**src/rtl/fdpi_pkg.sv**
```systemverilog
// Package for the floppy drive pin interface: constants and carrier types
package fdpi_pkg;
    // Step pulse low time and gap between steps
    localparam int STEP_LOW_NS = 1000;
    localparam int CLK_PERIOD_NS = 5;
    localparam int STEP_LOW_CYC = (STEP_LOW_NS + CLK_PERIOD_NS - 1) / CLK_PERIOD_NS;
    localparam int STEP_GAP_NS = 1000;
    localparam int STEP_GAP_CYC = (STEP_GAP_NS + CLK_PERIOD_NS - 1) / CLK_PERIOD_NS;
    // Write gate lead before first flux bit
    localparam int WGATE_LEAD_NS = 100;
    localparam int WGATE_LEAD_CYC = (WGATE_LEAD_NS + CLK_PERIOD_NS - 1) / CLK_PERIOD_NS;
    localparam int CNT_W = 16;
    // Media change status byte, read at host port 3F7H
    localparam logic [10:0] MEDIA_STAT_ADDR = 11'h3f7;
    localparam int MEDIA_STAT_BIT = 7;
    localparam logic [1:0] DENSITY_RST = 2'h0;

    // Seek request from the command engine
    typedef struct packed {
        logic start;
        logic outward;
        logic [7:0] tracks;
    } fdpi_seek_t;

    // Drive and media control from the command engine and configuration
    typedef struct packed {
        logic [1:0] driveSel;
        logic [1:0] motorOn;
        logic headSide;
        logic [1:0] densityCfg;
    } fdpi_drive_t;

    // Synchronised drive status
    typedef struct packed {
        logic trackZero;
        logic indexHole;
        logic writeProt;
        logic mediaChanged;
    } fdpi_status_t;

    typedef enum logic [1:0] {
        SK_IDLE = 2'b00,
        SK_LOW = 2'b01,
        SK_GAP = 2'b10
    } fdpi_seek_state_t;

    typedef enum logic [1:0] {
        WR_IDLE = 2'b00,
        WR_LEAD = 2'b01,
        WR_RUN = 2'b10
    } fdpi_wr_state_t;
endpackage : fdpi_pkg

```
**src/rtl/fdpi_step.sv**
```systemverilog
// Seek stepper: direction set first, then one low pulse per track
`timescale 1ns/1ps
module fdpi_step import fdpi_pkg::*; #(
    parameter int LOW_CYC = STEP_LOW_CYC,
    parameter int GAP_CYC = STEP_GAP_CYC
) (
    input wire logic clk,
    input wire logic rst_n,
    input wire fdpi_seek_t seekReq,
    output logic stepN,
    output logic outward,
    output logic busy
);
    fdpi_seek_state_t state_q, state_d;
    logic [7:0] left_q, left_d;
    logic [CNT_W-1:0] cnt_q, cnt_d;
    logic stepN_q, stepN_d;
    logic dir_q, dir_d;

    always_comb begin
        state_d = state_q;
        left_d = left_q;
        cnt_d = cnt_q;
        stepN_d = 1'b1;
        dir_d = dir_q;
        unique case (state_q)
            SK_IDLE: begin
                if (seekReq.start && seekReq.tracks != 8'h00) begin
                    dir_d = seekReq.outward;
                    left_d = seekReq.tracks;
                    // Gap first so direction settles before the first pulse
                    cnt_d = CNT_W'(GAP_CYC - 1);
                    state_d = SK_GAP;
                end
            end
            SK_GAP: begin
                if (cnt_q == '0) begin
                    if (left_q == 8'h00) begin
                        state_d = SK_IDLE;
                    end else begin
                        stepN_d = 1'b0;
                        cnt_d = CNT_W'(LOW_CYC - 1);
                        left_d = left_q - 8'h01;
                        state_d = SK_LOW;
                    end
                end else begin
                    cnt_d = cnt_q - 1'b1;
                end
            end
            SK_LOW: begin
                if (cnt_q == '0) begin
                    cnt_d = CNT_W'(GAP_CYC - 1);
                    state_d = SK_GAP;
                end else begin
                    stepN_d = 1'b0;
                    cnt_d = cnt_q - 1'b1;
                end
            end
            default: state_d = SK_IDLE;
        endcase
    end

    always_ff @(posedge clk or negedge rst_n) begin
        if (!rst_n) begin
            state_q <= SK_IDLE;
            left_q <= 8'h00;
            cnt_q <= '0;
            stepN_q <= 1'b1;
            dir_q <= 1'b0;
        end else begin
            state_q <= state_d;
            left_q <= left_d;
            cnt_q <= cnt_d;
            stepN_q <= stepN_d;
            dir_q <= dir_d;
        end
    end

    assign stepN = stepN_q;
    assign outward = dir_q;
    assign busy = (state_q != SK_IDLE);
endmodule : fdpi_step

```
**src/rtl/fdpi_sync.sv**
```systemverilog
// Three-stage pin synchroniser with agreement filter
`timescale 1ns/1ps
module fdpi_sync import fdpi_pkg::*; #(
    parameter logic RST_VAL = 1'b1
) (
    input wire logic clk,
    input wire logic rst_n,
    input wire logic pinIn,
    output logic level,
    output logic fall
);
    logic [2:0] stage_q;
    logic [2:0] stage_d;
    logic level_q;
    logic level_d;
    logic fall_q;
    logic fall_d;

    always_comb begin
        stage_d = {stage_q[1:0], pinIn};
        level_d = level_q;
        fall_d = 1'b0;
        // Stage 0 feeds only stage 1; decision on stages 1 and 2
        if (stage_q[1] == stage_q[2]) begin
            level_d = stage_q[2];
            fall_d = level_q & ~stage_q[2];
        end
    end

    always_ff @(posedge clk or negedge rst_n) begin
        if (!rst_n) begin
            stage_q <= {3{RST_VAL}};
            level_q <= RST_VAL;
            fall_q <= 1'b0;
        end else begin
            stage_q <= stage_d;
            level_q <= level_d;
            fall_q <= fall_d;
        end
    end

    assign level = level_q;
    assign fall = fall_q;
endmodule : fdpi_sync

```
**src/rtl/fdpi_top.sv**
```systemverilog
// Floppy drive pin interface: pin drivers, write path and status sensing
`timescale 1ns/1ps
module fdpi_top import fdpi_pkg::*; #(
    parameter int LEAD_CYC = WGATE_LEAD_CYC,
    parameter int LOW_CYC = STEP_LOW_CYC,
    parameter int GAP_CYC = STEP_GAP_CYC
) (
    input wire logic clk,
    input wire logic rst_n,
    input wire logic chipReset,
    input wire fdpi_seek_t seekReq,
    input wire fdpi_drive_t driveCtl,
    input wire logic cfgWrite,
    input wire logic [1:0] cfgDensity,
    input wire logic writeStart,
    input wire logic writeStop,
    input wire logic writeFlux,
    input wire logic hostRead,
    input wire logic [10:0] hostAddr,
    input wire logic read_flux_in_n,
    input wire logic track_zero_in_n,
    input wire logic index_hole_in_n,
    input wire logic write_protect_in_n,
    input wire logic media_changed_in_n,
    output logic head_side_sel,
    output logic seek_direction,
    output logic step_pulse_n,
    output logic write_gate_out_n,
    output logic write_flux_out_n,
    output logic [1:0] drive_sel_n,
    output logic [1:0] drive_sel_oe,
    output logic [1:0] motor_on_n,
    output logic [1:0] motor_on_oe,
    output logic density_out_zero,
    output logic density_out_one,
    output logic readFluxPulse,
    output logic seekBusy,
    output logic writeRefused,
    output logic writing,
    output fdpi_status_t status,
    output logic hostReadValid,
    output logic [7:0] hostReadData
);
    // Internal reset: the chip reset request only; pin reset acts through rst_n
    logic intRst;
    assign intRst = chipReset;

    // Synchronised pin levels, idle high like the pull-ups
    logic readLvl;
    logic readFall;
    logic trkLvl;
    logic idxLvl;
    logic wpLvl;
    logic dchgLvl;

    fdpi_sync #(.RST_VAL(1'b1)) uRead (
        .clk(clk),
        .rst_n(rst_n),
        .pinIn(read_flux_in_n),
        .level(readLvl),
        .fall(readFall)
    );
    fdpi_sync #(.RST_VAL(1'b1)) uTrk (
        .clk(clk),
        .rst_n(rst_n),
        .pinIn(track_zero_in_n),
        .level(trkLvl),
        .fall()
    );
    fdpi_sync #(.RST_VAL(1'b1)) uIdx (
        .clk(clk),
        .rst_n(rst_n),
        .pinIn(index_hole_in_n),
        .level(idxLvl),
        .fall()
    );
    fdpi_sync #(.RST_VAL(1'b1)) uWp (
        .clk(clk),
        .rst_n(rst_n),
        .pinIn(write_protect_in_n),
        .level(wpLvl),
        .fall()
    );
    fdpi_sync #(.RST_VAL(1'b1)) uDchg (
        .clk(clk),
        .rst_n(rst_n),
        .pinIn(media_changed_in_n),
        .level(dchgLvl),
        .fall()
    );

    // Stepper runs from the pin reset only; chip reset blocks new seeks
    // A seek in flight finishes so the head never stops between tracks
    logic stepN;
    logic stepOut;
    logic stepBusy;
    fdpi_seek_t seekGated;
    always_comb begin
        seekGated = seekReq;
        seekGated.start = seekReq.start & ~intRst;
    end
    fdpi_step #(.LOW_CYC(LOW_CYC), .GAP_CYC(GAP_CYC)) uStep (
        .clk(clk),
        .rst_n(rst_n),
        .seekReq(seekGated),
        .stepN(stepN),
        .outward(stepOut),
        .busy(stepBusy)
    );

    // Configuration survives chip reset, cleared only by power-on reset
    logic [1:0] cfgDen_q;
    logic [1:0] cfgDen_d;
    always_comb begin
        cfgDen_d = cfgDen_q;
        if (cfgWrite) begin
            cfgDen_d = cfgDensity;
        end
    end
    always_ff @(posedge clk or negedge rst_n) begin
        if (!rst_n) begin
            cfgDen_q <= DENSITY_RST;
        end else begin
            cfgDen_q <= cfgDen_d;
        end
    end

    // Write path
    fdpi_wr_state_t wr_q;
    fdpi_wr_state_t wr_d;
    logic [CNT_W-1:0] lead_q;
    logic [CNT_W-1:0] lead_d;
    logic wgate_q;
    logic wgate_d;
    logic wflux_q;
    logic wflux_d;
    logic refused_q;
    logic refused_d;

    always_comb begin
        wr_d = wr_q;
        lead_d = lead_q;
        wgate_d = wgate_q;
        wflux_d = 1'b1;
        refused_d = 1'b0;
        unique case (wr_q)
            WR_IDLE: begin
                wgate_d = 1'b1;
                if (writeStart) begin
                    if (!wpLvl) begin
                        refused_d = 1'b1;
                    end else begin
                        wgate_d = 1'b0;
                        lead_d = CNT_W'(LEAD_CYC - 1);
                        wr_d = WR_LEAD;
                    end
                end
            end
            WR_LEAD: begin
                // Flux held off until the head current has settled
                if (lead_q == '0) begin
                    wr_d = WR_RUN;
                end else begin
                    lead_d = lead_q - 1'b1;
                end
            end
            WR_RUN: begin
                wflux_d = ~writeFlux;
            end
            default: wr_d = WR_IDLE;
        endcase
        // Protect or stop ends any write at once
        if (wr_q != WR_IDLE && (writeStop || !wpLvl)) begin
            wr_d = WR_IDLE;
            wgate_d = 1'b1;
            wflux_d = 1'b1;
        end
        if (intRst) begin
            wr_d = WR_IDLE;
            wgate_d = 1'b1;
            wflux_d = 1'b1;
            refused_d = 1'b0;
        end
    end

    always_ff @(posedge clk or negedge rst_n) begin
        if (!rst_n) begin
            wr_q <= WR_IDLE;
            lead_q <= '0;
            wgate_q <= 1'b1;
            wflux_q <= 1'b1;
            refused_q <= 1'b0;
        end else begin
            wr_q <= wr_d;
            lead_q <= lead_d;
            wgate_q <= wgate_d;
            wflux_q <= wflux_d;
            refused_q <= refused_d;
        end
    end

    // Pin and status registers
    logic head_q;
    logic head_d;
    logic [1:0] ds_q;
    logic [1:0] ds_d;
    logic [1:0] mtr_q;
    logic [1:0] mtr_d;
    logic [1:0] den_q;
    logic [1:0] den_d;
    logic rdPulse_q;
    logic rdPulse_d;
    fdpi_status_t stat_q;
    fdpi_status_t stat_d;
    logic hrv_q;
    logic hrv_d;
    logic [7:0] hrd_q;
    logic [7:0] hrd_d;

    always_comb begin
        head_d = ~driveCtl.headSide;
        ds_d = ~driveCtl.driveSel;
        mtr_d = ~driveCtl.motorOn;
        den_d = cfgDen_q;
        rdPulse_d = readFall;
        stat_d.trackZero = ~trkLvl;
        stat_d.indexHole = ~idxLvl;
        stat_d.writeProt = ~wpLvl;
        stat_d.mediaChanged = ~dchgLvl;
        hrv_d = hostRead && hostAddr == MEDIA_STAT_ADDR;
        hrd_d = 8'h00;
        hrd_d[MEDIA_STAT_BIT] = ~dchgLvl;
        if (intRst) begin
            head_d = 1'b1;
            ds_d = 2'h3;
            mtr_d = 2'h3;
            rdPulse_d = 1'b0;
            hrv_d = 1'b0;
        end
    end

    always_ff @(posedge clk or negedge rst_n) begin
        if (!rst_n) begin
            head_q <= 1'b1;
            ds_q <= 2'h3;
            mtr_q <= 2'h3;
            den_q <= DENSITY_RST;
            rdPulse_q <= 1'b0;
            stat_q <= '0;
            hrv_q <= 1'b0;
            hrd_q <= 8'h00;
        end else begin
            head_q <= head_d;
            ds_q <= ds_d;
            mtr_q <= mtr_d;
            den_q <= den_d;
            rdPulse_q <= rdPulse_d;
            stat_q <= stat_d;
            hrv_q <= hrv_d;
            hrd_q <= hrd_d;
        end
    end

    assign head_side_sel = head_q;
    assign seek_direction = stepOut;
    assign step_pulse_n = stepN;
    assign write_gate_out_n = wgate_q;
    assign write_flux_out_n = wflux_q;
    assign drive_sel_n = 2'h0;
    assign drive_sel_oe = ~ds_q;
    assign motor_on_n = 2'h0;
    assign motor_on_oe = ~mtr_q;
    assign density_out_zero = den_q[0];
    assign density_out_one = den_q[1];
    assign readFluxPulse = rdPulse_q;
    assign seekBusy = stepBusy;
    assign writeRefused = refused_q;
    assign writing = ~wgate_q;
    assign status = stat_q;
    assign hostReadValid = hrv_q;
    assign hostReadData = hrd_q;
endmodule : fdpi_top

```
**config.mk**
```make
export PLATFORM = sky130hd
export DESIGN_NAME = fdpi_top
export DESIGN_NICKNAME = d
export VERILOG_FILES = /design/src/rtl/fdpi_pkg.sv /design/src/rtl/fdpi_step.sv /design/src/rtl/fdpi_sync.sv /design/src/rtl/fdpi_top.sv
export SDC_FILE = /design/constraint.sdc
export NUM_CORES = 1
export LEC_CHECK = 0
export BUFFER_PORTS_ARGS = -buffer_cell sky130_fd_sc_hd__buf_2
export CAP_MARGIN = 20
export CORE_MARGIN = 2
export CORE_UTILIZATION = 56
export DETAILED_ROUTE_END_ITERATION = 7
export PLACE_DENSITY = 0.76
export SYNTH_ARGS = -nofsm -noshare
export SYNTH_HDL_FRONTEND = slang
export SYNTH_SLANG_ARGS = --single-unit
```
**constraint.sdc**
```tcl
create_clock -name clk -period 2.72 [get_ports clk]
set_input_delay 0.272 -clock clk [delete_from_list [all_inputs] [get_ports clk]]
set_output_delay 0.272 -clock clk [all_outputs]
set_load 0.01 [all_outputs]
```
==> results of run 1 <==
## flip-flops by register name (all words and copies together) (netlist names), 3 cells and up
signal         flops
uIdx.stage_q       3
status             3
uWp.stage_q        3
uStep.left_q       8
uRead.stage_q      3
uTrk.stage_q       3
uStep.cnt_q       16
uDchg.stage_q      3
lead_q            16
## critical path, cell delays in order, from the launching register on
cell and delay (ns):
dfrtp_1 0.44, or4_1 0.72, nor4_4 0.35, buf_4 0.19, a221o_1 0.36, o21ai_0 0.15, o31ai_1 0.08
## cells in the final DEF, fill, tap and decap left out, types with 5 or more instances in the layout
master | netlist | layout
a31oi_1 | 6 | 6
dfstp_2 | 28 | 28
nor2b_1 | 6 | 6
nor2_1 | 40 | 40
a21oi_1 | 26 | 26
conb_1 | 1 | 11
nor4_1 | 8 | 8
or4_1 | 9 | 9
nand2b_1 | 9 | 9
o21ai_0 | 18 | 18
inv_1 | 21 | 21
ha_1 | 9 | 9
buf_4 | 13 | 11
xnor2_1 | 8 | 8
buf_2 | 1 | 60
clkbuf_8 | 0 | 9
nand3_1 | 14 | 14
nand2_1 | 18 | 18
dlygate4sd3_1 | 0 | 6
nor3_1 | 12 | 12
maj3_1 | 5 | 5
a211oi_1 | 5 | 5
o21ai_1 | 5 | 5
dfrtp_1 | 57 | 57
nand4_1 | 5 | 5
## repair_timing
action / 4_1_cts / 5_1_grt
hold buffers: 5 / 1
hold endpoints to repair: 5 / 9
resized for setup: 0 / 0
## Yosys cell counts, types with 3 or more instances
master / instances
nand2_1: 18
or3_1: 4
or2_2: 4
nor2b_1: 6
or4_1: 9
nand2b_1: 9
maj3_1: 5
ha_1: 9
a31oi_1: 6
o31ai_1: 4
nand4_1: 5
nor2_1: 40
dfrtp_1: 57
a21boi_0: 3
clkbuf_1: 10
xnor2_1: 8
a211oi_1: 5
nand3_1: 14
mux2i_1: 4
o211ai_1: 3
o22a_1: 3
a21oi_1: 26
dfstp_2: 28
inv_1: 21
nor3_1: 12
o21ai_0: 18
o22ai_1: 4
nor4_1: 8
o21ai_1: 5
buf_4: 13
a2111oi_0: 3
## through the flow
| step | instance area (um^2) | hold WS (ns) | power [mW] |
|---|---|---|---|
| 2_1_floorplan | 4250 | -0.0236 | 2.34 |
| 3_3_place_gp | 4600 | 0.346 | 2.61 |
| 3_5_place_dp | 4600 | 0.347 | 2.64 |
| 4_1_cts | 4890 | 0.0195 | 3.73 |
| 5_1_grt | 4930 | 0.0279 | 3.94 |
| 6_report | 4930 | 0.0367 | 3.72 |
## area by class of cell
cell class / instances / area (um^2)
tap: 99 / 124
inverter: 21 / 78.8
clock buffer: 10 / 149
fill: 581 / 2320
sequential: 85 / 2160
timing repair buffer: 78 / 470
multi-input combinational: 287 / 1850
clock inverter: 6 / 97.6
## kinds of logic (layout without fill, tap and decap cells)
logic type                 after synthesis  in the layout  share of synthesized area (%)
DFF                                     85             85                           51.3
AOI/OAI and AO/OA                      101            101                           16.4
xor gates and xnor gates                 8              8                           1.66
other                                    1             11                         0.0890
adders and majority gates               14             14                           3.86
muxes                                    6              6                           1.48
buffers and inverters                   47            115                           5.73
and+or+nand+nor                        147            147                           19.5
## path summary, 6_finish.rpt
kind / start / end / slack (ns) / cells after the start
setup / recovery: uStep.cnt_q[7] / uStep.cnt_q[13] / 0.34 / 6
hold / removal: driveCtl[5] / ds_q[0] / 0.04 / 2
setup reg to reg: uStep.cnt_q[7] / uStep.cnt_q[13] / 0.34 / 6
hold reg to reg: uRead.stage_q[0] / uRead.stage_q[1] / 0.36 / 0
max in group asynchronous: rst_n / uIdx.stage_q[1] / 1.65 / 4
min in group asynchronous: rst_n / uStep.outward / 0.29 / 2
## layer usage
layer  wire, um  up-vias  part of all wire [%]  global-route usage, %
met5          0        -                     0                      0
met4        108        0                   1.3                   8.85
met3        456       12                   5.3                   3.67
met2       4200       91                    49                   37.7
met1       3840     1607                    45                   28.2
li1           -     1613                     -                      -
## power groups by stage
stage / combinational [mW] / clock (mW) / sequential (mW)
5_1_grt: 1.20 / 1.14 / 1.61
2_1_floorplan: 0.772 / 0 / 1.57
3_5_place_dp: 1.05 / 0 / 1.60
3_3_place_gp: 1.02 / 0 / 1.59
6_report: 1.07 / 1.07 / 1.58
4_1_cts: 1.06 / 1.09 / 1.58
==> summary.md, run 1 <==
| Metric | Value |
|---|---|
| Place WS | 0.364 ns |
| Final nets | 534 |
| Clock Tree Buf Depth | 2 |
| Worst setup margin | 0.340 ns |
| Synth Register Bits | 85 |
| TritonCTS Buffers | 9 |
| Initial antenna violation count | 0 |
| Mean post-synth cell area | 10.3 um^2 |
| H-tree Lvls | 3 |
| Clock period minus worst slack | 2.38 ns |
| CP required | 2.99 ns |
| WL/cell | 14.7 um |
| Vias in the first global route | 3323 |
| Top cell type by total area after synthesis | dfrtp_1 |
| DIE AREA | 8240 um^2 |
| Post-CTS Setup Bufs | 0 |
| Hold crit path type | primary input to flip-flop |
| # DRC | 0 |
| Num ports | 75 |
| Share of layout cells above drive strength 1 | 28.1% |
| Fin. max-slew vios | 0 |
| Skew-Pair Late Insertion Delay | 0.35 ns |
| Worst setup SP type | flip-flop |
| Final hold vios | 0 |
| Dpl hpwl | 5.97 mm |
| TNS Setup | 0 ns |
| FMAX | 420 MHz |
| Fin util | 68.0% |
| Element type at the critical path end | flip-flop |
| Fin Clk Skew | 0.00999 ns |
| Vias | 3323 |
| Max Cap Violations | 0 |
| Largest net degree at the start of global routing | 84 |
| Final weighted congestion in routability-driven placement | 0.834 |
| Slew of the pin with the lowest slew margin | 0.658 ns |
| RSZ-0062 raised after global routing | false |
| Drt total wl | 8.60 mm |
| Ys Warns | 0 |
| DIE HEIGHT | 90.8 um |
| Post-Synthesis Cell Area | 4220 um^2 |
| EDFF count, synth | 0 |
| Sw Ratio | 33.7% |
| Sequential power share | 42.5% |
| Diode count | 0 |
| Final setup fails | 0 |
| First-pass GRT wire length | 14.8 mm |
| Lkg Pwr | 2.21 nW |
| Ys flop type | dfrtp_1 |
| Root Buffer | clkbuf_8 |
| Pwr Density | 755 nW/um^2 |
| Sw Pwr | 1.25 mW |
| Combinational Power Share | 28.6% |
| Reg clk slew, reported paths | 0.09 ns |
| Via-per-instance ratio | 5.67 |
| Post-route ant nets | 0 |
| Placed Cells | 563 |
| TritonCTS clock tree | yes |
| Area Overhead vs Synth | 17.0% |
| Post-route insts no fill | 586 |
| Post-synthesis async set-or-reset flop share | 100% |
| Die width | 90.8 um |
| Remaining Overflow, GRT | 0 |
| Number of core rows | 31 |
| Starting Density | 58.1% |
| Mapped Cells | 409 |
| Detailed Route Iter0 Violations | 154 |
| Share of the synthesized area in the top cell type | 33.8% |
| Netlist cell types | 66 |
| Crit-path max FO | 9 |
| First drt pass iteration count | 5 |
| Synth top area cells | dfrtp_1, dfstp_2, nor2_1, a21oi_1, ha_1 |
| WS Path Type | flip-flop to flip-flop |
| PortBufs | 61 |
| Core Box Area | 7250 um^2 |
| Peak supply drop | 0.427 mV |
| Fin crit share | 87.5% |
| Post-synthesis sequential area ratio | 51.3% |
| Status | complete, no violations |
| Clock power share | 28.9% |
| GRT Total Usage | 22.2% |
| Slew HR | 55.7% |
| Clk sinks | 85 |
| Worst Path Arrival | 2.65 ns |
| Internal | 2.47 mW |
No activity file was read; power rests on OpenSTA's default activity.
==> inputs of run 2 (changes only) <==
- PLACE_DENSITY: 0.76 -> 0.86
==> run 2 against run 1 <==
Against the previous run:
- die area did not move
- non-clock buffer count fell by 2
- maximum frequency rose by 1.0%
- critical endpoint is now uStep.cnt_q[8]
- largest power group unchanged
- highest routed layer unchanged
==> summary.md, run 2 (same netlist as run 1, synthesis figures left out) <==
| Metric | Value |
|---|---|
| Area Overhead vs Synth | 16.4% |
| Hold crit path type | primary input to flip-flop |
| H-tree Lvls | 3 (unchanged) |
| Worst setup margin | 0.364 ns (+0.0237 ns) |
| Worst Path Arrival | 2.60 ns (-0.05 ns) |
| Met2 wire length | 4.28 mm (+1.8%) |
| Num ports | 75 (unchanged) |
| Remaining Overflow, GRT | 0 (unchanged) |
| Crit-path max FO | 8 (-1) |
| Final setup fails | 0 (unchanged) |
| WP buf/inv | 0 (-1) |
| Core Box Area | 7250 um^2 (unchanged) |
| Detailed Route Iter0 Violations | 256 (+66%) |
| Max Cap Violations | 0 (unchanged) |
| CP required | 2.96 ns (-0.03 ns) |
| Diode count | 0 (unchanged) |
| TritonCTS Buffers | 9 (unchanged) |
| Status | complete, no violations |
| Fin Clk Skew | 0.00735 ns (-0.00264 ns) |
| Post-route ant nets | 0 (unchanged) |
| Lkg Pwr | 2.20 nW (-0.75%) |
| Final instance area | 4910 um^2 (-0.48%) |
| Root Buffer | clkbuf_8 |
| DIE HEIGHT | 90.8 um (unchanged) |
| Fin. max-slew vios | 0 (unchanged) |
| Skew-Pair Late Insertion Delay | 0.35 ns (about the same) |
| WHS | 0.0205 ns (-0.0162 ns) |
| RSZ-0062 raised after global routing | false |
| CP max stage cell | or4_1 |
| Reg clk slew, reported paths | 0.09 ns (about the same) |
| Met1 wire length | 3.66 mm (-4.6%) |
| TNS Setup | 0 ns (unchanged) |
| Element type at the critical path end | flip-flop |
| Uppermost layer routed | met4 |
| Slowest stage delay, CP | 0.71 ns (about the same) |
| Most common cell after layout, fill and taps aside | buf_2 |
| Share of layout cells above drive strength 1 | 27.8% (-0.30 points) |
| Number of core rows | 31 (unchanged) |
| Post-CTS sizing | 0 (unchanged) |
| Top Registers | lead_q (16), uStep.cnt_q (16), uStep.left_q (8) |
| Pwr Density | 761 nW/um^2 (+0.88%) |
| Final weighted congestion in routability-driven placement | 0.928 (+11%) |
| Crit-path leading delay family | simple AND/OR/NAND/NOR gates |
| Worst setup SP type | flip-flop |
| Cell Area, Placed | 4590 um^2 (-0.16%) |
| FMAX | 424 MHz (+1.0%) |
| Fin crit share | 86.6% (-0.87 points) |
| Worst path depth | 5 (-1) |
| Final hold vios | 0 (unchanged) |
| Reg2Reg Depth | 5 (-1) |
| First drt pass iteration count | 4 (-1) |
| WL/cell | 14.4 um (-1.6%) |
| Final Power | 3.74 mW (+0.39%) |
| TritonCTS clock tree | yes |
| Routed wl met3 | 422 um (-7.5%) |
| Via-per-instance ratio | 5.70 (+0.49%) |
| CTS Hold Bufs | 0 (-5) |
| Place WS | 0.369 ns (+0.00529 ns) |
| PortBufs | 61 (unchanged) |
| Starting Density | 58.1% (unchanged) |
| Vias | 3328 (+0.15%) |
| Post-CTS Setup Bufs | 0 (unchanged) |
| WHS Path Cells | 1 (-1) |
| Vias in the first global route | 3181 (-4.3%) |
| # DRC | 0 (unchanged) |
| Slew of the pin with the lowest slew margin | 0.615 ns (-0.0436 ns) |
| Slew HR | 58.4% (+2.7 points) |
| DIE AREA | 8240 um^2 (unchanged) |
| Clk sinks | 85 (unchanged) |
| GRT Total Usage | 21.3% (-0.85 points) |
| Final nets | 532 (-0.37%) |
| Clock Tree Buf Depth | 2 (unchanged) |
| Dpl hpwl | 5.99 mm (+0.41%) |
| Peak supply drop | 0.385 mV (-9.9%) |
| Worst-path cell chain | or4_1 > or4_4 > o311ai_1 > nand2_1 > a32o_1 |
| First-pass GRT wire length | 14.4 mm (-3.0%) |
| Die width | 90.8 um (unchanged) |
| Largest net degree at the start of global routing | 86 (+2.4%) |
| Clock period minus worst slack | 2.36 ns (-0.0237 ns) |
| Drt total wl | 8.44 mm (-1.9%) |
| Initial antenna violation count | 0 (unchanged) |
| WS Path Type | flip-flop to flip-flop |
| Most frequent cells in the layout | buf_2, dfrtp_1, nor2_1, dfstp_2, a21oi_1 |
-- run 2: cell count changes in the layout (fill, tap and decap cells not counted) --
cell,change
inv_8,-1
dlygate4sd3_1,-1
bufinv_16,+1
buf_4,-1
buf_12,+1
clkbuf_8,+1
clkinvlp_4,+1
clkinv_4,-1
clkbuf_1,+1
clkbuf_16,-1
buf_16,-1
inv_6,-1
-- run 2: layout make-up --
cell class                      count  area [um^2]
Fill cell                         559         2350
Timing Repair Buffer               76          445
Clock buffer                       11          141
Tap cell                           99          124
Sequential cell                    85         2160
Inverter                           21         78.8
Multi-Input combinational cell    287         1850
Clock inverter                      5          106
-- run 2: per-layer routing --
metal / vias to the layer above / GRT usage [%]
met4: 0 / 5.90
met1: 1608 / 27.1
met3: 9 / 4.51
met2: 102 / 36.8
met5: - / 0
li1: 1609 / -
-- run 2: final timing paths --
check | from | to | slack [ns]
min reg2reg | uRead.stage_q[0] | uRead.stage_q[1] | 0.36
max in group asynchronous | rst_n | uStep.stepN | 1.63
max | uStep.cnt_q[7] | uStep.cnt_q[8] | 0.36
min | track_zero_in_n | uTrk.stage_q[0] | 0.02
max reg2reg | uStep.cnt_q[7] | uStep.cnt_q[8] | 0.36
min in group asynchronous | rst_n | lead_q[0] | 0.43
-- run 2: metrics by stage --
step | cells | utilization (%)
floorplan | 419 | -
global placement | 562 | 63.3
detailed placement | 562 | 63.3
CTS | 578 | 66.7
global route | 584 | 67.7
finish | 584 | 67.7
-- run 2: power by group --
| group | switching (mW) | internal (mW) |
|---|---|---|
| Combinational | 0.626 | 0.442 |
| Sequential | 0.148 | 1.44 |
| Clock | 0.445 | 0.639 |
| Total | 1.22 | 2.52 |
